==> src/pcm_map.svh <==
// Purpose: Register offsets, field positions and reset values of the port
//          configuration and miscellaneous control block.
// Assumes: One aligned 32-bit word per register on the bus.
// Notes:   Printed offsets are not all multiples of four, so they are
//          kept as indices and the byte address is four times the index.
`ifndef PCM_MAP_SVH
`define PCM_MAP_SVH

`define PCM_IDX_PC_VALUE    7'h00
`define PCM_IDX_PC_DIR      7'h01
`define PCM_IDX_PC_STYLE    7'h02
`define PCM_IDX_PB_VALUE    7'h04
`define PCM_IDX_PB_DIR      7'h05
`define PCM_IDX_PB_STYLE    7'h06
`define PCM_IDX_PA_VALUE    7'h08
`define PCM_IDX_PA_DIR      7'h09
`define PCM_IDX_PA_STYLE    7'h0a
`define PCM_IDX_MISC1       7'h20
`define PCM_IDX_MISC2       7'h40

`define PCM_RST_BYTE        8'h00
`define PCM_G1_HI           7
`define PCM_G1_LO           6
`define PCM_CLKOUT_BIT      5
`define PCM_G0_HI           4
`define PCM_G0_LO           3
`define PCM_DIV_HI          2
`define PCM_DIV_LO          1
`define PCM_SLOW_BIT        0
`define PCM_MOSI_OFF_BIT    3
`define PCM_MISO_OFF_BIT    2
`define PCM_SS_OVR_BIT      1
`define PCM_SS_LVL_BIT      0
`define PCM_MISC2_MASK      8'h0f
`define PCM_CLK_PIN         2
`define PCM_SS_PIN          7
`define PCM_PB_BASE         8

`define PCM_DIV_BY2         6'h01
`define PCM_DIV_BY4         6'h02
`define PCM_DIV_BY8         6'h04
`define PCM_DIV_BY16        6'h08
`define PCM_DIV_BY32        6'h10

`endif

==> src/pcm_pkg.sv <==
// Purpose: Types shared by the port configuration block.
// Assumes: Nothing beyond the map header.
// Notes:   Sense codes follow the two-bit field encoding.
package pcm_pkg;
    typedef enum logic [1:0] {
        PCM_FALL_LOW = 2'h0,
        PCM_RISE     = 2'h1,
        PCM_FALL     = 2'h2,
        PCM_BOTH     = 2'h3
    } pcm_sense_t;

    typedef struct packed {
        logic [7:0] value;
        logic [7:0] dir;
        logic [7:0] style;
    } pcm_port_t;

    typedef struct packed {
        logic       mosi_off;
        logic       miso_off;
        logic       ss_level;
    } pcm_spi_t;
endpackage

==> src/pcm_top.sv <==
// Purpose: Three 8-bit port configuration banks and miscellaneous control
//          (interrupt sensing, clock out, slow clock, SPI pin overrides).
// Assumes: AHB-Lite slave, single word transfers, zero wait states.
// Notes:   Pins without a style bit are set by the parameter masks.
//
// The AHB-Lite interface to the registers was left to the implementer.
`timescale 1ns/100ps
`include "pcm_map.svh"

// Contract
// - Direction bit 0 makes the pin input, 1 output; freely writable.
// - Input pin: style 0 floating, style 1 pull-up.
// - Output pin: style 0 open drain, style 1 push-pull.
// - Pins lacking a style bit are configured by direction alone.
// - Reset clears all port registers; pins become floating inputs.
// - Value read gives latch for outputs, sampled pin for inputs.
// - Each interrupt group senses one of four pin events.
// - Bits 7:6 set group one sense for port B, optionally C.
// - Bits 4:3 set group zero sense for port A, optionally C.
// - Sense fields accept writes only while global mask is 1.
// - Sense fields and source option jointly pick group sources.
// - Clock-out enable puts CPU clock on clock_out_pin.
// - Divider codes 00,10,01,11 give oscillator /4,/8,/16,/32.
// - Slow select 0 gives oscillator/2, 1 uses divider field.
// - SPI pin control bits 7:4 read as zero.
// - Bit 3 set disables SPI master data output.
// - Bit 2 set disables SPI slave data output.
// - Override 0 takes select from pin, 1 from internal bit.
// - Internal select-level bit stands in for pin when overridden.
// - With internal select, slave_select_pin stays a port pin.
module pcm_top
    import pcm_pkg::*;
#(
    parameter logic [7:0] PA_STYLE_MASK = 8'hff,
    parameter logic [7:0] PB_STYLE_MASK = 8'hff,
    parameter logic [7:0] PC_STYLE_MASK = 8'hff
) (
    input  wire logic        hclk,
    input  wire logic        hresetn,
    input  wire logic        hsel,
    input  wire logic [31:0] haddr,
    input  wire logic [1:0]  htrans,
    input  wire logic        hwrite,
    input  wire logic [2:0]  hsize,
    input  wire logic [31:0] hwdata,
    input  wire logic        hready,
    output logic             hreadyout,
    output logic             hresp,
    output logic [31:0]      hrdata,
    input  wire logic [23:0] pin_in,
    output logic      [23:0] pin_out,
    output logic      [23:0] pin_oe,
    output logic      [23:0] pin_pullup,
    input  wire logic        global_irq_mask,
    input  wire logic        irq_source_option,
    input  wire logic        osc_clk_en,
    output logic             cpu_clock_tick,
    output logic             irq_group_zero,
    output logic             irq_group_one,
    output logic             spi_mosi_en,
    output logic             spi_miso_en,
    output logic             spi_slave_select
);
    // Pins ordered {port A, port B, port C}, each bit 7 down to 0.
    pcm_port_t  port_a;
    pcm_port_t  port_b;
    pcm_port_t  port_c;
    logic [7:0] misc1;
    pcm_spi_t   spi;
    logic [23:0] sync_a;
    logic [23:0] sync_b;
    logic [23:0] prev;
    logic        wr_pend;
    logic [6:0]  wr_idx;
    logic        ahb_take;
    logic [5:0]  div_cnt;
    logic [5:0]  div_target;

    function automatic logic idx_ok(input logic [6:0] idx);
        idx_ok = idx inside {`PCM_IDX_PC_VALUE, `PCM_IDX_PC_DIR,
            `PCM_IDX_PC_STYLE, `PCM_IDX_PB_VALUE, `PCM_IDX_PB_DIR,
            `PCM_IDX_PB_STYLE, `PCM_IDX_PA_VALUE, `PCM_IDX_PA_DIR,
            `PCM_IDX_PA_STYLE, `PCM_IDX_MISC1, `PCM_IDX_MISC2};
    endfunction

    // Edge/level event for one pin under a sense code.
    function automatic logic sense_hit(input logic [1:0] code,
                                       input logic now,
                                       input logic was);
        unique case (pcm_sense_t'(code))
            PCM_FALL_LOW: sense_hit = !now;
            PCM_RISE:     sense_hit = now && !was;
            PCM_FALL:     sense_hit = !now && was;
            PCM_BOTH:     sense_hit = now != was;
        endcase
    endfunction

    // The slave never waits and never errors; unmapped reads give zero.
    assign hreadyout = 1'b1;
    assign hresp     = 1'b0;
    assign ahb_take  = hsel && hready && htrans[1];

    // Capture the write address; data arrives in the following phase.
    always_ff @(posedge hclk or negedge hresetn) begin
        if (!hresetn) begin
            wr_pend <= 1'b0;
            wr_idx  <= 7'h00;
        end else begin
            wr_pend <= ahb_take && hwrite && idx_ok(haddr[8:2]);
            wr_idx  <= haddr[8:2];
        end
    end

    // Port registers, freely written except style bits cut by the style masks, cleared at reset.
    always_ff @(posedge hclk or negedge hresetn) begin
        if (!hresetn) begin
            port_a <= '0;
            port_b <= '0;
            port_c <= '0;
        end else if (wr_pend) begin
            unique case (wr_idx)
                `PCM_IDX_PA_VALUE: port_a.value <= hwdata[7:0];
                `PCM_IDX_PA_DIR:   port_a.dir   <= hwdata[7:0];
                `PCM_IDX_PA_STYLE: port_a.style <= hwdata[7:0] & PA_STYLE_MASK;
                `PCM_IDX_PB_VALUE: port_b.value <= hwdata[7:0];
                `PCM_IDX_PB_DIR:   port_b.dir   <= hwdata[7:0];
                `PCM_IDX_PB_STYLE: port_b.style <= hwdata[7:0] & PB_STYLE_MASK;
                `PCM_IDX_PC_VALUE: port_c.value <= hwdata[7:0];
                `PCM_IDX_PC_DIR:   port_c.dir   <= hwdata[7:0];
                `PCM_IDX_PC_STYLE: port_c.style <= hwdata[7:0] & PC_STYLE_MASK;
                default: ;
            endcase
        end
    end

    // Sense fields are kept unless interrupts are globally masked.
    always_ff @(posedge hclk or negedge hresetn) begin
        if (!hresetn) begin
            misc1 <= `PCM_RST_BYTE;
        end else if (wr_pend && wr_idx == `PCM_IDX_MISC1) begin
            misc1[`PCM_CLKOUT_BIT] <= hwdata[`PCM_CLKOUT_BIT];
            misc1[`PCM_DIV_HI:`PCM_SLOW_BIT] <=
                hwdata[`PCM_DIV_HI:`PCM_SLOW_BIT];
            if (global_irq_mask) begin
                misc1[`PCM_G1_HI:`PCM_G1_LO] <= hwdata[`PCM_G1_HI:`PCM_G1_LO];
                misc1[`PCM_G0_HI:`PCM_G0_LO] <= hwdata[`PCM_G0_HI:`PCM_G0_LO];
            end
        end
    end

    // SPI pin control; the reserved upper nibble is not stored.
    always_ff @(posedge hclk or negedge hresetn) begin
        if (!hresetn) begin
            spi <= '0;
        end else if (wr_pend && wr_idx == `PCM_IDX_MISC2) begin
            spi.mosi_off <= hwdata[`PCM_MOSI_OFF_BIT];
            spi.miso_off <= hwdata[`PCM_MISO_OFF_BIT];
            spi.ss_level <= hwdata[`PCM_SS_LVL_BIT];
        end
    end

    logic ss_override;
    // Select-source override, written with the other SPI pin bits.
    always_ff @(posedge hclk or negedge hresetn) begin
        if (!hresetn) begin
            ss_override <= 1'b0;
        end else if (wr_pend && wr_idx == `PCM_IDX_MISC2) begin
            ss_override <= hwdata[`PCM_SS_OVR_BIT];
        end
    end

    // Two-stage pin synchroniser; sync_b and its one-cycle delayed copy prev feed logic.
    always_ff @(posedge hclk or negedge hresetn) begin
        if (!hresetn) begin
            sync_a <= '0;
            sync_b <= '0;
            prev   <= '0;
        end else begin
            sync_a <= pin_in;
            sync_b <= sync_a;
            prev   <= sync_b;
        end
    end

    logic [23:0] dir_all;
    logic [23:0] val_all;
    logic [23:0] sty_all;
    assign dir_all = {port_a.dir, port_b.dir, port_c.dir};
    assign val_all = {port_a.value, port_b.value, port_c.value};
    assign sty_all = {port_a.style, port_b.style, port_c.style};

    // Read view: latch for outputs, synchronised pin for inputs.
    logic [23:0] view;
    assign view = (dir_all & val_all) | (~dir_all & sync_b);

    // Read data registered at the edge ending the address phase.
    always_ff @(posedge hclk or negedge hresetn) begin
        if (!hresetn) begin
            hrdata <= 32'h0000_0000;
        end else if (ahb_take && !hwrite) begin
            unique case (haddr[8:2])
                `PCM_IDX_PA_VALUE: hrdata <= {24'h00_0000, view[23:16]};
                `PCM_IDX_PA_DIR:   hrdata <= {24'h00_0000, port_a.dir};
                `PCM_IDX_PA_STYLE: hrdata <= {24'h00_0000, port_a.style};
                `PCM_IDX_PB_VALUE: hrdata <= {24'h00_0000, view[15:8]};
                `PCM_IDX_PB_DIR:   hrdata <= {24'h00_0000, port_b.dir};
                `PCM_IDX_PB_STYLE: hrdata <= {24'h00_0000, port_b.style};
                `PCM_IDX_PC_VALUE: hrdata <= {24'h00_0000, view[7:0]};
                `PCM_IDX_PC_DIR:   hrdata <= {24'h00_0000, port_c.dir};
                `PCM_IDX_PC_STYLE: hrdata <= {24'h00_0000, port_c.style};
                `PCM_IDX_MISC1:    hrdata <= {24'h00_0000, misc1};
                `PCM_IDX_MISC2:    hrdata <= {28'h000_0000, spi.mosi_off,
                    spi.miso_off, ss_override, spi.ss_level};
                default:           hrdata <= 32'h0000_0000;
            endcase
        end
    end

    // Pad control per pin; style masks cover pins with no style bit.
    always_comb begin
        for (int i = 0; i < 24; i++) begin
            pin_pullup[i] = !dir_all[i] && sty_all[i];
            pin_out[i]    = val_all[i];
            // Open drain drives low only; push-pull drives both levels.
            pin_oe[i]     = dir_all[i] && (sty_all[i] || !val_all[i]);
        end
        if (misc1[`PCM_CLKOUT_BIT]) begin
            pin_out[`PCM_CLK_PIN] = cpu_clock_tick;
            pin_oe[`PCM_CLK_PIN]  = 1'b1;
            pin_pullup[`PCM_CLK_PIN] = 1'b0;
        end
    end

    // Slave select: pin level, or internal bit leaving the pin free.
    assign spi_slave_select = ss_override
                            ? spi.ss_level
                            : sync_b[`PCM_PB_BASE + `PCM_SS_PIN];
    assign spi_mosi_en = !spi.mosi_off;
    assign spi_miso_en = !spi.miso_off;

    // CPU clock divider; counts oscillator enables to one tick.
    always_comb begin
        if (!misc1[`PCM_SLOW_BIT]) begin
            div_target = `PCM_DIV_BY2;
        end else begin
            unique case (misc1[`PCM_DIV_HI:`PCM_DIV_LO])
                2'h0: div_target = `PCM_DIV_BY4;
                2'h2: div_target = `PCM_DIV_BY8;
                2'h1: div_target = `PCM_DIV_BY16;
                2'h3: div_target = `PCM_DIV_BY32;
            endcase
        end
    end

    // A new divider setting applies at once, to the half period in progress.
    always_ff @(posedge hclk or negedge hresetn) begin
        if (!hresetn) begin
            div_cnt        <= 6'h00;
            cpu_clock_tick <= 1'b0;
        end else if (osc_clk_en) begin
            if (div_cnt + 6'h01 >= div_target) begin
                div_cnt        <= 6'h00;
                cpu_clock_tick <= !cpu_clock_tick;
            end else begin
                div_cnt <= div_cnt + 6'h01;
            end
        end
    end

    // Interrupt request per group; port C joins the group chosen by
    // the source option. Only input pins with style 1 raise requests.
    logic [23:0] irq_en;
    logic [23:0] hit0;
    logic [23:0] hit1;
    assign irq_en = ~dir_all & sty_all;
    always_comb begin
        for (int i = 0; i < 24; i++) begin
            hit0[i] = irq_en[i] &&
                sense_hit(misc1[`PCM_G0_HI:`PCM_G0_LO], sync_b[i], prev[i]);
            hit1[i] = irq_en[i] &&
                sense_hit(misc1[`PCM_G1_HI:`PCM_G1_LO], sync_b[i], prev[i]);
        end
    end

    always_ff @(posedge hclk or negedge hresetn) begin
        if (!hresetn) begin
            irq_group_zero <= 1'b0;
            irq_group_one  <= 1'b0;
        end else begin
            irq_group_zero <= (|hit0[23:16]) ||
                              (!irq_source_option && (|hit0[7:0]));
            irq_group_one  <= (|hit1[15:8]) ||
                              (irq_source_option && (|hit1[7:0]));
        end
    end

    // Checks.
    property p_sense_locked;
        @(posedge hclk) disable iff (!hresetn)
        (wr_pend && wr_idx == `PCM_IDX_MISC1 && !global_irq_mask)
            |=> $stable(misc1[`PCM_G1_HI:`PCM_G1_LO])
                && $stable(misc1[`PCM_G0_HI:`PCM_G0_LO]);
    endproperty
    a_sense_locked: assert property (p_sense_locked)
        else $error("Sense field changed while unmasked.");

    property p_reserved_zero;
        @(posedge hclk) disable iff (!hresetn)
        (ahb_take && !hwrite && haddr[8:2] == `PCM_IDX_MISC2)
            |=> hrdata[31:4] == 28'h000_0000;
    endproperty
    a_reserved_zero: assert property (p_reserved_zero)
        else $error("Reserved bits read nonzero.");

    property p_mosi;
        @(posedge hclk) disable iff (!hresetn)
        (wr_pend && wr_idx == `PCM_IDX_MISC2)
            |=> spi_mosi_en == !$past(hwdata[`PCM_MOSI_OFF_BIT]);
    endproperty
    a_mosi: assert property (p_mosi)
        else $error("Master output not disabled.");

    property p_miso;
        @(posedge hclk) disable iff (!hresetn)
        (wr_pend && wr_idx == `PCM_IDX_MISC2)
            |=> spi_miso_en == !$past(hwdata[`PCM_MISO_OFF_BIT]);
    endproperty
    a_miso: assert property (p_miso)
        else $error("Slave output not enabled.");

    property p_ss_src;
        @(posedge hclk) disable iff (!hresetn)
        (wr_pend && wr_idx == `PCM_IDX_MISC2 && hwdata[`PCM_SS_OVR_BIT])
            |=> spi_slave_select == $past(hwdata[`PCM_SS_LVL_BIT]);
    endproperty
    a_ss_src: assert property (p_ss_src)
        else $error("Select level not internal.");

    property p_dir_write;
        @(posedge hclk) disable iff (!hresetn)
        (wr_pend && wr_idx == `PCM_IDX_PA_DIR)
            |=> port_a.dir == $past(hwdata[7:0]);
    endproperty
    a_dir_write: assert property (p_dir_write)
        else $error("Direction write lost.");

    property p_read_view;
        @(posedge hclk) disable iff (!hresetn)
        (ahb_take && !hwrite && haddr[8:2] == `PCM_IDX_PB_VALUE)
            |=> hrdata[7:0] == $past(view[15:8]);
    endproperty
    a_read_view: assert property (p_read_view)
        else $error("Value read mismatch.");

    property p_clkout;
        @(posedge hclk) disable iff (!hresetn)
        misc1[`PCM_CLKOUT_BIT] |-> pin_oe[`PCM_CLK_PIN] &&
            pin_out[`PCM_CLK_PIN] == cpu_clock_tick;
    endproperty
    a_clkout: assert property (p_clkout)
        else $error("Clock not on clock-out pin.");

    property p_input_float;
        @(posedge hclk) disable iff (!hresetn)
        !dir_all[0] |-> !pin_oe[0] && pin_pullup[0] == sty_all[0];
    endproperty
    a_input_float: assert property (p_input_float)
        else $error("Input pad mode wrong.");

    c_irq0: cover property (@(posedge hclk) irq_group_zero);
    c_irq1: cover property (@(posedge hclk) irq_group_one);
    c_slow: cover property (@(posedge hclk) misc1[`PCM_SLOW_BIT]);
    c_masked_wr: cover property (@(posedge hclk)
        wr_pend && wr_idx == `PCM_IDX_MISC1 && !global_irq_mask);
    c_clkout: cover property (@(posedge hclk) misc1[`PCM_CLKOUT_BIT]);
endmodule

==> config.mk <==
export PLATFORM = sky130hd
export DESIGN_NAME = pcm_top
export DESIGN_NICKNAME = d
export VERILOG_FILES = /design/src/pcm_pkg.sv /design/src/pcm_top.sv
export VERILOG_INCLUDE_DIRS = /design/src
export SDC_FILE = /design/constraint.sdc
export NUM_CORES = 1
export LEC_CHECK = 0
export ABC_AREA = 1
export BUFFER_PORTS_ARGS = -buffer_cell sky130_fd_sc_hd__buf_2
export CORE_UTILIZATION = 25
export DETAILED_ROUTE_END_ITERATION = 8
export RECOVER_POWER = 100
export SYNTH_ARGS = -nofsm -noshare
export SYNTH_HDL_FRONTEND = slang
export SYNTH_SLANG_ARGS = --single-unit
==> constraint.sdc <==
create_clock -name hclk -period 1.9 [get_ports hclk]
set_clock_uncertainty 0.2 [all_clocks]
set_input_delay 0.19 -clock hclk [delete_from_list [all_inputs] [get_ports hclk]]
set_output_delay 0.19 -clock hclk [all_outputs]
set_load 0.02 [all_outputs]
## Yosys cells after proc, flatten, opt, wreduce, memory -nomap -nowiden

Cells that the tools add are included.
Widths: inputs -> output; s select.

- $add $sub $neg: 1
- Magnitude comparators: 1
- Eq/ne operators: 53
- Mux-type cells: 40
- Bitwise logic cells: 5
- Reductions and logical operators: 285

Operators by type and width:

| operator | number |
|---|---|
| $logic_and 1x1->1 | 137 |
| $pmux 1 s4 | 32 |
| $logic_not 1->1 | 101 |
| $pmux 8 s11 | 1 |
| $and 24x24->24 | 3 |
| $eq 7x3->1 const B | 6 |
| $eq 7x4->1 const B | 6 |
| $reduce_or 8->1 | 4 |
| $logic_or 1x1->1 | 26 |
| $ne 1x1->1 | 24 |
| $not 24->24 | 1 |
| $or 24x24->24 | 1 |
| $pmux 6 s4 | 1 |
| $reduce_and 2->1 | 11 |
| $eq 7x1->1 const B | 2 |
| $eq 7x2->1 const B | 2 |
| $eq 7x6->1 const B | 2 |
| $eq 7x7->1 const B | 2 |
| $logic_not 7->1 | 2 |
| $eq 2x2->1 const B | 6 |
| $mux 6 | 2 |
| $reduce_bool 11->1 | 1 |
| $add 6x1->6 const B | 1 |
| $eq 2x1->1 const B | 3 |
| other kinds (3) | 8 |

- Flip-flop bits (word level): 205
- Input bits: 101
- Output and inout port bits: 112
- Logic and storage cells: 410

## Logic depth before layout (Yosys ltp)

Gate-level depths: netlist of run 1.

- Word-level depth: 7
- Gate-level depth with buffers: 15
- Gate-level depth less buffers: 15

## Worst setup path after synthesis of run 1

OpenSTA, ideal clock, no wires.

- Kind: reg2reg
- From: reg div_cnt[0]
- To: reg cpu_clock_tick
- Library setup time: 0.117 ns
- Arrival: 1.551 ns
- Required time: 1.583 ns
- Slack: 0.032 ns
- Stages on the path, launching flop included: 14
- Buffers on the path: 0
- Period minus slack after synthesis: 1.868 ns
- Path through: dfrtp_1 > ha_1 > ha_1 > nand2_1 > nand2_1 > nand2_1 > nand2_1 > nand2_1 > nand2_1 > nand2_1 > nand2_1 > nand2_1 > nand2_1 > nand2_1

- Longest elaborated chain between the ends: 3

RTL lines:

| what | line | RTL |
|---|---|---|
| start: declaration | pcm_top.sv:76 | `logic [5:0] div_cnt;` |
| start signal: assignment | pcm_top.sv:265 | `div_cnt <= div_cnt + 6'h01;` |
| $add 6x1->6 | pcm_top.sv:261 | `if (div_cnt + 6'h01 >= div_target) begin` |
| $ge 6x6->1 | pcm_top.sv:261 |  |
| $reduce_and 2->1 (no line) | -- |  |
| end signal: assignment | pcm_top.sv:263 | `cpu_clock_tick <= !cpu_clock_tick;` |
| end: declaration | pcm_top.sv:57 | `output logic cpu_clock_tick,` |

Every way passes these cells.
A chain may end at the register's enable or synchronous reset.

## Worst setup path after layout of run 1

- From: reg div_cnt[1]
- To: reg cpu_clock_tick

Same word-level chain as after synthesis.

==> impl_metrics.csv, run 1 <==
group,metric,value,unit
power_and_ir_drop,pwr_density_cell,719,nW/um^2
die,start_util,0.255,
die,die_h,198,um
logic_synthesis,yosys.area.top_type,"dfrtp_1",
critical_path,crit_required,2.04,ns
drt,drt_iter0_drc,712,
clocking,cts_max_path_buffers,2,
placed_design,dpl.hpwl,23000,um
timing,fin_tns_setup,0,ns
global_routing,grt_antenna_before_repair,1,
power_and_ir_drop,irDropWorstVdd,0.492,mV
logic_synthesis,yosys-top-cells-area,"dfrtp_1 47%, nand2_1 13%, o21ai_0 7.3%",
placed_design,portBuffers,133,
global_routing,grt-ovfl-total,0,
timing,setup_viol,0,
finish,drive_gt1_frac,0.143,
timing,hold_ws,-0.102,ns
die,pin_count,213,
critical_path,cp_max_fo,7,
logic_synthesis,yosys_register_bits,181,
global_routing,first_global_vias,8141,
critical_path,critPathKind,"reg2reg",
clocking,cts_sinks,181,
critical_path,r2r-end,"cpu_clock_tick",
timing,layout_min_cycle_time,1.90,ns
critical_path,cp-start-kind,"flip-flop",
timing,drv_slew,0,
drt,via_per_inst,4.40,
drt,wl_per_cell,15.7,um
clocking,cts_tree,"built",
drt,first_pass_iters,5,
timing,tightest_slew,0.549,ns
critical_path,cp-end-kind,"flip-flop",
finish,fillers,4025,
timing,rsz0062_at_grt,"true",
timing,hold_violations,3,
power_and_ir_drop,p_leak,6.41,nW
placed_design,dp_slack,-0.0860,ns
run_status,outcome,"finished, violations left",
die,rows,71,
die,coreArea,37800,sq um
timing,fmax,527,MHz
finish,syn_to_final_growth,25.3,%
clocking,clk_latency,0.45,ns
die,die_w,198,um
drt,drcViolationCount,0,
clocking,path_clk_slew,0.07,ns
global_routing,grt_pass1_wl,46600,um
critical_path,cp.arrival,2.03,ns
timing,period_share,1.00,
worst_hold_path,hold_path.class,"in2reg",
clocking,htree_num_levels,4,
flow_run,maxCapViolations,0,
logic_synthesis,ys_types,32,
critical_path,r2r_cells,13,
clocking,clockRootBuffer,"clkbuf_16",
logic_synthesis,synth_seq_area_share,0.471,
critical_path,r2r-start,"div_cnt[1]",
power_and_ir_drop,power,8.66,mW
clocking,cts_buffers,17,
logic_synthesis,synth_area,9610,sq um
worst_hold_path,min-delay-start,"osc_clk_en",
die,die_area,39200,sq um
global_routing,gr-usage-all-layers,0.157,
timing,worst_slack,0.000694,ns
finish,post-route-util,0.319,
placed_design,gp_congestion,0.880,
logic_synthesis,ys_warn_count,0,
logic_synthesis,synth_top_area_share,0.471,
timing,slew_headroom,0.633,
run_status,violations,"hold timing",
drt,drt_wl_total,30300,um
worst_hold_path,holdPathEnd,"div_cnt[3]",
finish,final_nets,1556,
drt,vias,8470,
logic_synthesis,syn_area_per_cell,8.06,sq um
logic_synthesis,syn_inst,1193,
worst_hold_path,hold_depth,2,
drt,ant_nets,0,
critical_path,reg2reg_slack,0.0007,ns
global_routing,grt_max_degree,56,
==> layer usage <==
metal / global-route usage / routed length, um
met1: 0.218 / 14100
met4: 0.0330 / 233
met2: 0.254 / 14100
met5: 0 / 0
met3: 0.0295 / 1770
==> timing repair <==
| item | in CTS | in global routing |
|---|---|---|
| resized for setup | 11 | 32 |
| buffers inserted | 2 | 9 |
| endpoints found under the hold margin | 225 | 5 |
| setup endpoints to repair | 11 | 44 |
| hold buffers | 42 | 1 |
| pin swaps | 1 | 5 |
==> cells in the final DEF (no fill, tap or decap), types with 29 or more instances in the layout <==
| cell | instances |
|---|---|
| clkbuf_1 | 65 |
| clkbuf_2 | 29 |
| nand2_1 | 317 |
| a21oi_1 | 43 |
| dlygate4sd3_1 | 43 |
| ha_1 | 54 |
| buf_2 | 46 |
| o21ai_0 | 136 |
| buf_4 | 47 |
| inv_1 | 150 |
| nor2_1 | 74 |
| o211ai_1 | 29 |
| nand3_1 | 42 |
| dfrtp_1 | 180 |
==> cells by family (layout without fill, tap and decap cells) <==
logic type	after synthesis	in the layout	share of synthesized area
flops	181	181	0.471
compound gates	243	243	0.136
xor+xnor	4	4	0.00364
other cells	2	27	0.000781
fa+ha+maj	54	54	0.0703
simple gates	484	484	0.207
buf+inv	225	422	0.112
==> per-stage QoR <==
step	hold WS [ns]	cell area, sq um	cells
after CTS	-0.125	12000	1915
after global routing	-0.0791	12000	1926
after detailed placement	-0.100	11000	1839
after floorplan	-0.306	9700	1217
after global placement	-0.106	11000	1839
final	-0.102	12000	1926
==> cells in the mapped netlist <==
cell / instances
a21boi_0: 4
a21oi_1: 44
buf_2: 10
buf_4: 51
buf_6: 3
clkbuf_1: 9
clkbuf_2: 1
conb_1: 2
dfrtp_1: 181
ha_1: 54
inv_1: 150
inv_2: 1
nand2_1: 325
nand2_2: 4
nand3_1: 42
nand3b_1: 3
nand4_1: 4
nor2_1: 78
nor2_2: 6
nor2_4: 2
nor3_1: 10
nor3_2: 2
nor3_4: 1
nor4_1: 1
o211ai_1: 29
o21ai_0: 141
o21ai_1: 22
o22ai_1: 2
o2bb2ai_1: 1
or2_2: 5
or2_4: 1
xor2_1: 4
==> state kept, by name, indices dropped and copies added, names as in the netlist <==
signal,flops
cpu_clock_tick,1
dir_all,24
div_cnt,6
hrdata,8
irq_group_one,1
irq_group_zero,1
misc1,8
pin_out,23
port_a,8
port_b,8
port_c,9
prev,24
spi,3
ss_override,1
sync_a,24
sync_b,24
wr_idx,7
wr_pend,1
==> worst max-delay path, stage by stage, from the launching register on <==
cell and delay, ns:
dfrtp_1 0.39, ha_1 0.32, ha_1 0.28, nand2_1 0.05, nand2_1 0.05, nand2_1 0.05, nand2_1 0.05, nand2_1 0.04
nand2_1 0.07, nand2_2 0.06, nand2_4 0.10, nand2_2 0.05, nand2_1 0.05, nand2_1 0.04
==> area by class of cell <==
class | instances | area, sq um | share of cell area
multi-input cells | 811 | 4190 | 0.348
clock buffers | 20 | 437 | 0.0362
inverters | 151 | 569 | 0.0473
flip-flops and latches | 181 | 4530 | 0.376
repair buffers | 239 | 1560 | 0.129
diodes | 1 | 2.50 | 0.000208
clock inverters | 12 | 123 | 0.0102
well taps | 511 | 639 | 0.0531
==> where the power goes <==
part	switching [mW]	leakage (nW)	internal (mW)	total, mW
logic	0.644	4.23	0.422	1.07
clock network	1.64	0.256	1.83	3.47
registers	0.118	1.92	4.01	4.13
total	2.40	6.41	6.26	8.66
==> how the worst max path moves through the flow <==
stage / startpoint / to / slack (ns) / cells after the start
final: div_cnt[1] / cpu_clock_tick / 0.0007 / 13
after global routing: div_cnt[1] / cpu_clock_tick / -0.14 / 13
after CTS: div_cnt[0] / cpu_clock_tick / -0.01 / 13
after detailed placement: div_cnt[0] / div_cnt[2] / -0.09 / 11
after global placement: div_cnt[0] / cpu_clock_tick / -0.09 / 13
after floorplan: div_cnt[0] / cpu_clock_tick / 0.03 / 13
Note: power is estimated with default switching activity, not from simulation.
==> run 2: changes to the inputs <==
--- a/config.mk
+++ b/config.mk
@@ -11,5 +11,4 @@
 export CORE_UTILIZATION = 25
 export DETAILED_ROUTE_END_ITERATION = 8
-export RECOVER_POWER = 100
 export SYNTH_ARGS = -nofsm -noshare
 export SYNTH_HDL_FRONTEND = slang
==> constraint.sdc (replaced) <==
create_clock -name hclk -period 1.9 [get_ports hclk]
set_clock_uncertainty 0.2 [all_clocks]
set_input_delay 0.38 -clock hclk [delete_from_list [all_inputs] [get_ports hclk]]
set_output_delay 0.38 -clock hclk [all_outputs]
set_load 0.02 [all_outputs]
==> impl_metrics.csv, run 2 (synthesis gave the netlist of run 1 again) <==
group,metric,value,unit
run_status,outcome,"finished clean",
die,die_area,39200,sq um
die,rows,71,
timing,setup_viol,0,
finish,final_cells,1952,
timing,drv_slew,0,
timing,fin_tns_setup,0,ns
die,pin_count,213,
clocking,cts_max_path_buffers,2,
finish,final_cell_mix,"298 x nand2_1, 174 x dfrtp_1, 131 x o21ai_0",
clocking,cts_buffers,17,
global_routing,grt_pass1_wl,47400,um
timing,period_share,0.992,
placed_design,dpl.hpwl,23200,um
power_and_ir_drop,netSwitchingPower,2.40,mW
drt,first_pass_iters,5,
global_routing,grt-busiest-layer,"met2",
power_and_ir_drop,swShare,0.271,
critical_path,cp-end-kind,"output port",
power_and_ir_drop,pwr_density_cell,689,nW/um^2
power_and_ir_drop,power,8.87,mW
worst_hold_path,hold_path.class,"in2reg",
critical_path,cp.arrival,1.31,ns
global_routing,use_met3,0.0291,
placed_design,portBuffers,133,
global_routing,grt_max_degree,54,
critical_path,cp-start-kind,"flip-flop",
global_routing,grt_antenna_before_repair,0,
critical_path,critPathKind,"reg2out",
drt,vias,8717,
global_routing,gr-usage-all-layers,0.161,
power_and_ir_drop,clockPowerShare,0.401,
worst_hold_path,hold_depth,2,
global_routing,use_met2,0.252,
timing,layout_min_cycle_time,1.89,ns
timing,rsz0062_at_grt,"true",
clocking,path_clk_slew,0.07,ns
drt,wl_per_cell,15.8,um
clocking,htree_num_levels,4,
global_routing,first_global_vias,8320,
clocking,cts_tree,"built",
timing,fmax,530,MHz
finish,mostFrequentLayoutCell,"nand2_1",
drt,drt_wl_total,30900,um
flow_run,maxCapViolations,0,
drt,ant_nets,0,
drt,via_per_inst,4.47,
clocking,cts_sinks,181,
placed_design,dpl.cell_count,1856,
die,die_w,198,um
global_routing,grtUsageMet1,0.225,
timing,tightest_slew,0.593,ns
placed_design,gp_congestion,0.859,
clocking,clk_latency,0.44,ns
critical_path,cp_max_fo,3,
die,start_util,0.255,
power_and_ir_drop,combPwrFrac,0.131,
critical_path,r2r_cells,6,
drt,drt_iter0_drc,765,
timing,hold_violations,0,
finish,diodes,0,
finish,syn_to_final_growth,33.8,%
power_and_ir_drop,seqPwrFrac,0.468,
finish,final_nets,1586,
drt,drcViolationCount,0,
clocking,clockRootBuffer,"clkbuf_16",
finish,drive_gt1_frac,0.271,
die,coreArea,37800,sq um
die,die_h,198,um
critical_path,crit_required,1.32,ns
timing,slew_headroom,0.604,
power_and_ir_drop,power.internal,6.46,mW
power_and_ir_drop,p_leak,6.81,nW
power_and_ir_drop,irDropWorstVdd,0.629,mV
global_routing,grt-ovfl-total,0,
-- run 2: changes by cell type in the layout (fill, tap and decap cells not counted), moves of 26 or more --
cell      delta
buf_2       +52
inv_1       -27
clkbuf_2    -29
clkbuf_1    -64
inv_2       +26
buf_4       +61
-- run 2: critical path: stages, from the launching register on --
cell	delay [ns]
dfrtp_1	0.40
inv_2	0.12
nand2_4	0.08
nor2_4	0.10
a21oi_4	0.04
buf_6	0.13
-- run 2: area by class of cell --
class / count / area, sq um
tap: 511 / 639
sequential: 181 / 4540
fill: 3905 / 24900
multi-input combinational: 811 / 4470
clock inverter: 10 / 126
timing repair buffer: 269 / 2080
clock buffer: 19 / 443
inverter: 151 / 572
-- run 2: what timing repair did --
action | 4_1_cts | 5_1_grt
setup endpoints to repair | 42 | 79
hold endpoints to repair | 214 | 0
pin swaps | 9 | 21
buffers inserted | 17 | 17
gates cloned | 0 | 0
resized for setup | 94 | 101
hold buffers | 34 | 0
-- run 2: power groups by stage --
stage | registers, mW | clock network (mW) | logic, mW
6_report | 4.15 | 3.56 | 1.16
5_1_grt | 4.17 | 3.77 | 1.34
4_1_cts | 4.12 | 3.63 | 1.07
3_5_place_dp | 4.20 | 0 | 0.975
3_3_place_gp | 4.19 | 0 | 0.938
2_1_floorplan | 4.21 | 0 | 0.543
-- run 2: path summary, 6_finish.rpt --
check	start	endpoint	slack, ns
max in group asynchronous	hresetn	misc1[3]	0.72
min in group asynchronous	hresetn	prev[14]	0.15
min reg2reg	sync_a[22]	sync_b[22]	0.15
min	haddr[5]	wr_idx[3]	0.004
max reg2reg	wr_idx[4]	port_b[5]	0.04
max	misc1[5]	pin_oe[2]	0.01
-- run 2: layer usage --
layer	vias to the layer above	routed length (um)
met5	-	0
met4	0	442
met3	25	1700
met2	282	14500
met1	4182	14300
li1	4228	-
-- run 2: per-stage QoR --
| step | setup WS (ns) | utilization | hold WS, ns | instance area [sq um] |
|---|---|---|---|---|
| global route | -0.0999 | 0.341 | 0.0105 | 12900 |
| floorplan | 0.0320 | - | -0.116 | 9700 |
| CTS | -0.00509 | 0.330 | 0.0244 | 12400 |
| global placement | -0.161 | 0.295 | 0.0537 | 11100 |
| detailed placement | -0.142 | 0.295 | 0.0544 | 11100 |
| finish | 0.0146 | 0.341 | 0.00357 | 12900 |
==> run 3: changes to the inputs <==
CORE_UTILIZATION = 40   (was 25)
==> impl_metrics.csv, run 3 (synthesis gave the netlist of run 1 again) <==
group,metric,value,unit
power_and_ir_drop,combPwrFrac,0.125,
timing,worst_slack,-0.00333,ns
power_and_ir_drop,irDropWorstVdd,0.432,mV
global_routing,first_global_vias,7988,
die,die_h,157,um
clocking,cts_buffers,17,
finish,drive_gt1_frac,0.256,
timing,fmax,525,MHz
timing,setup_viol,1,
placed_design,gp_congestion,0.892,
timing,layout_min_cycle_time,1.90,ns
global_routing,gr-usage-all-layers,0.234,
critical_path,cp_max_fo,3,
die,die_area,24700,sq um
drt,ant_nets,0,
critical_path,cp-start-kind,"flip-flop",
critical_path,crit_required,1.32,ns
clocking,htree_num_levels,4,
global_routing,grt_antenna_before_repair,0,
finish,final_nets,1590,
global_routing,grt_pass1_wl,43200,um
finish,final_cell_mix,"307 x nand2_1, 172 x dfrtp_1, 132 x inv_1",
drt,drt_iter0_drc,634,
drt,wl_per_cell,15.9,um
clocking,cts_max_path_buffers,2,
critical_path,cp-end-kind,"output port",
clocking,clk_latency,0.44,ns
critical_path,cp.depth,4,
timing,rsz0062_at_grt,"true",
global_routing,grt-ovfl-total,0,
critical_path,critPathTopFamily,"flip-flops",
timing,tightest_slew,0.579,ns
clocking,path_clk_slew,0.08,ns
critical_path,cp.arrival,1.32,ns
die,coreArea,23500,sq um
die,rows,56,
finish,syn_to_final_growth,29.9,%
power_and_ir_drop,netSwitchingPower,2.57,mW
power_and_ir_drop,swShare,0.283,
clocking,clockRootBuffer,"clkbuf_16",
drt,vias,8575,
run_status,outcome,"finished, violations left",
critical_path,reg2reg_slack,0.02,ns
power_and_ir_drop,p_leak,6.84,nW
finish,mostFrequentLayoutCell,"nand2_1",
drt,via_per_inst,4.85,
drt,drt_wl_total,28000,um
timing,hold_violations,0,
placed_design,dpl.hpwl,20100,um
drt,first_pass_iters,5,
critical_path,startpoint,"dir_all[19]",
critical_path,crit_chain,"inv_2, or2_4, nand2_4, buf_6",
critical_path,critPathCapture,"pin_oe[19]",
timing,slew_headroom,0.613,
drt,drcViolationCount,0,
die,die_w,157,um
timing,period_share,1.00,
critical_path,r2r_cells,11,
critical_path,critPathBufInv,2,
die,start_util,0.408,
critical_path,critPathKind,"reg2out",
power_and_ir_drop,seqPwrFrac,0.456,
power_and_ir_drop,pwr_density_cell,728,nW/um^2
clocking,cts_sinks,181,
clocking,cts_tree,"built",
timing,drv_slew,0,
critical_path,r2r-end,"cpu_clock_tick",
placed_design,portBuffers,133,
power_and_ir_drop,clockPowerShare,0.420,
critical_path,r2r-start,"div_cnt[0]",
finish,fillers,2221,
critical_path,cp_slowest_cell,"dfrtp_1",
power_and_ir_drop,power,9.10,mW
run_status,violations,"setup timing",
critical_path,cpPeakStageDelay,0.38,ns
die,pin_count,213,
worst_hold_path,hold_path.class,"in2reg",
power_and_ir_drop,power.internal,6.52,mW
flow_run,maxCapViolations,0,
global_routing,grt_max_degree,44,
finish,post-route-util,0.530,
run 3: power groups by stage:
stage,logic [mW],registers [mW],clock network [mW]
after detailed placement,0.935,4.20,0
after global routing,1.29,4.17,4.02
final,1.14,4.14,3.82
after floorplan,0.543,4.21,0
after global placement,0.912,4.19,0
after CTS,0.999,4.13,3.86
run 3: cell type report:
type / count / area, sq um / share of cell area
clock buffer: 17 / 425 / 0.0341
timing repair buffer: 273 / 2000 / 0.160
tap: 319 / 399 / 0.0320
sequential: 181 / 4540 / 0.364
inverter: 151 / 569 / 0.0456
multi-input combinational: 811 / 4340 / 0.348
clock inverter: 15 / 209 / 0.0167
antenna: 1 / 2.50 / 0.000200
run 3: how the worst min path moves through the flow:
| stage | from | end | slack [ns] | cells after the start |
|---|---|---|---|---|
| 6_report | haddr[2] | wr_idx[0] | 0.02 | 2 |
| 5_1_grt | haddr[2] | wr_idx[0] | 0.007 | 2 |
| 4_1_cts | irq_source_option | irq_group_one | 0.01 | 3 |
| 3_5_place_dp | sync_a[12] | sync_b[12] | 0.13 | 0 |
| 3_3_place_gp | sync_a[17] | sync_b[17] | 0.13 | 0 |
| 2_1_floorplan | hresetn | cpu_clock_tick | -0.12 | 0 |
run 3: worst register-to-register path: cells and delay by family (launching register included):
family        cells  cell delay, ns
simple gates      8            0.55
flops             1            0.42
fa+ha+maj         1            0.27
xor+xnor          1            0.21
buf+inv           1            0.13
run 3: what timing repair did:
item	in CTS	in global routing
hold buffers	34	0
gates resized for setup	48	90
pin swaps	6	13
endpoints found under the hold margin	66	0
buffers inserted	10	29
endpoints found under the setup margin	31	78
run 3: metal layers:
layer  wire length (um)  track usage
met3               1500       0.0388
met2              13300        0.381
met4                263       0.0546
met5                  0            0
met1              13000        0.324
run 3: per-stage QoR:
step / std cells / hold WS (ns) / setup TNS, ns / instance area, sq um / worst slack (ns)
finish: 1768 / 0.0222 / -0.00333 / 12500 / -0.00333
global route: 1767 / 0.00735 / -0.521 / 12500 / -0.133
CTS: 1738 / 0.0106 / -0.0810 / 12000 / -0.0601
detailed placement: 1662 / 0.135 / -1.94 / 10900 / -0.204
global placement: 1662 / 0.133 / -1.45 / 10900 / -0.163
floorplan: 1217 / -0.116 / 0 / 9700 / 0.0320
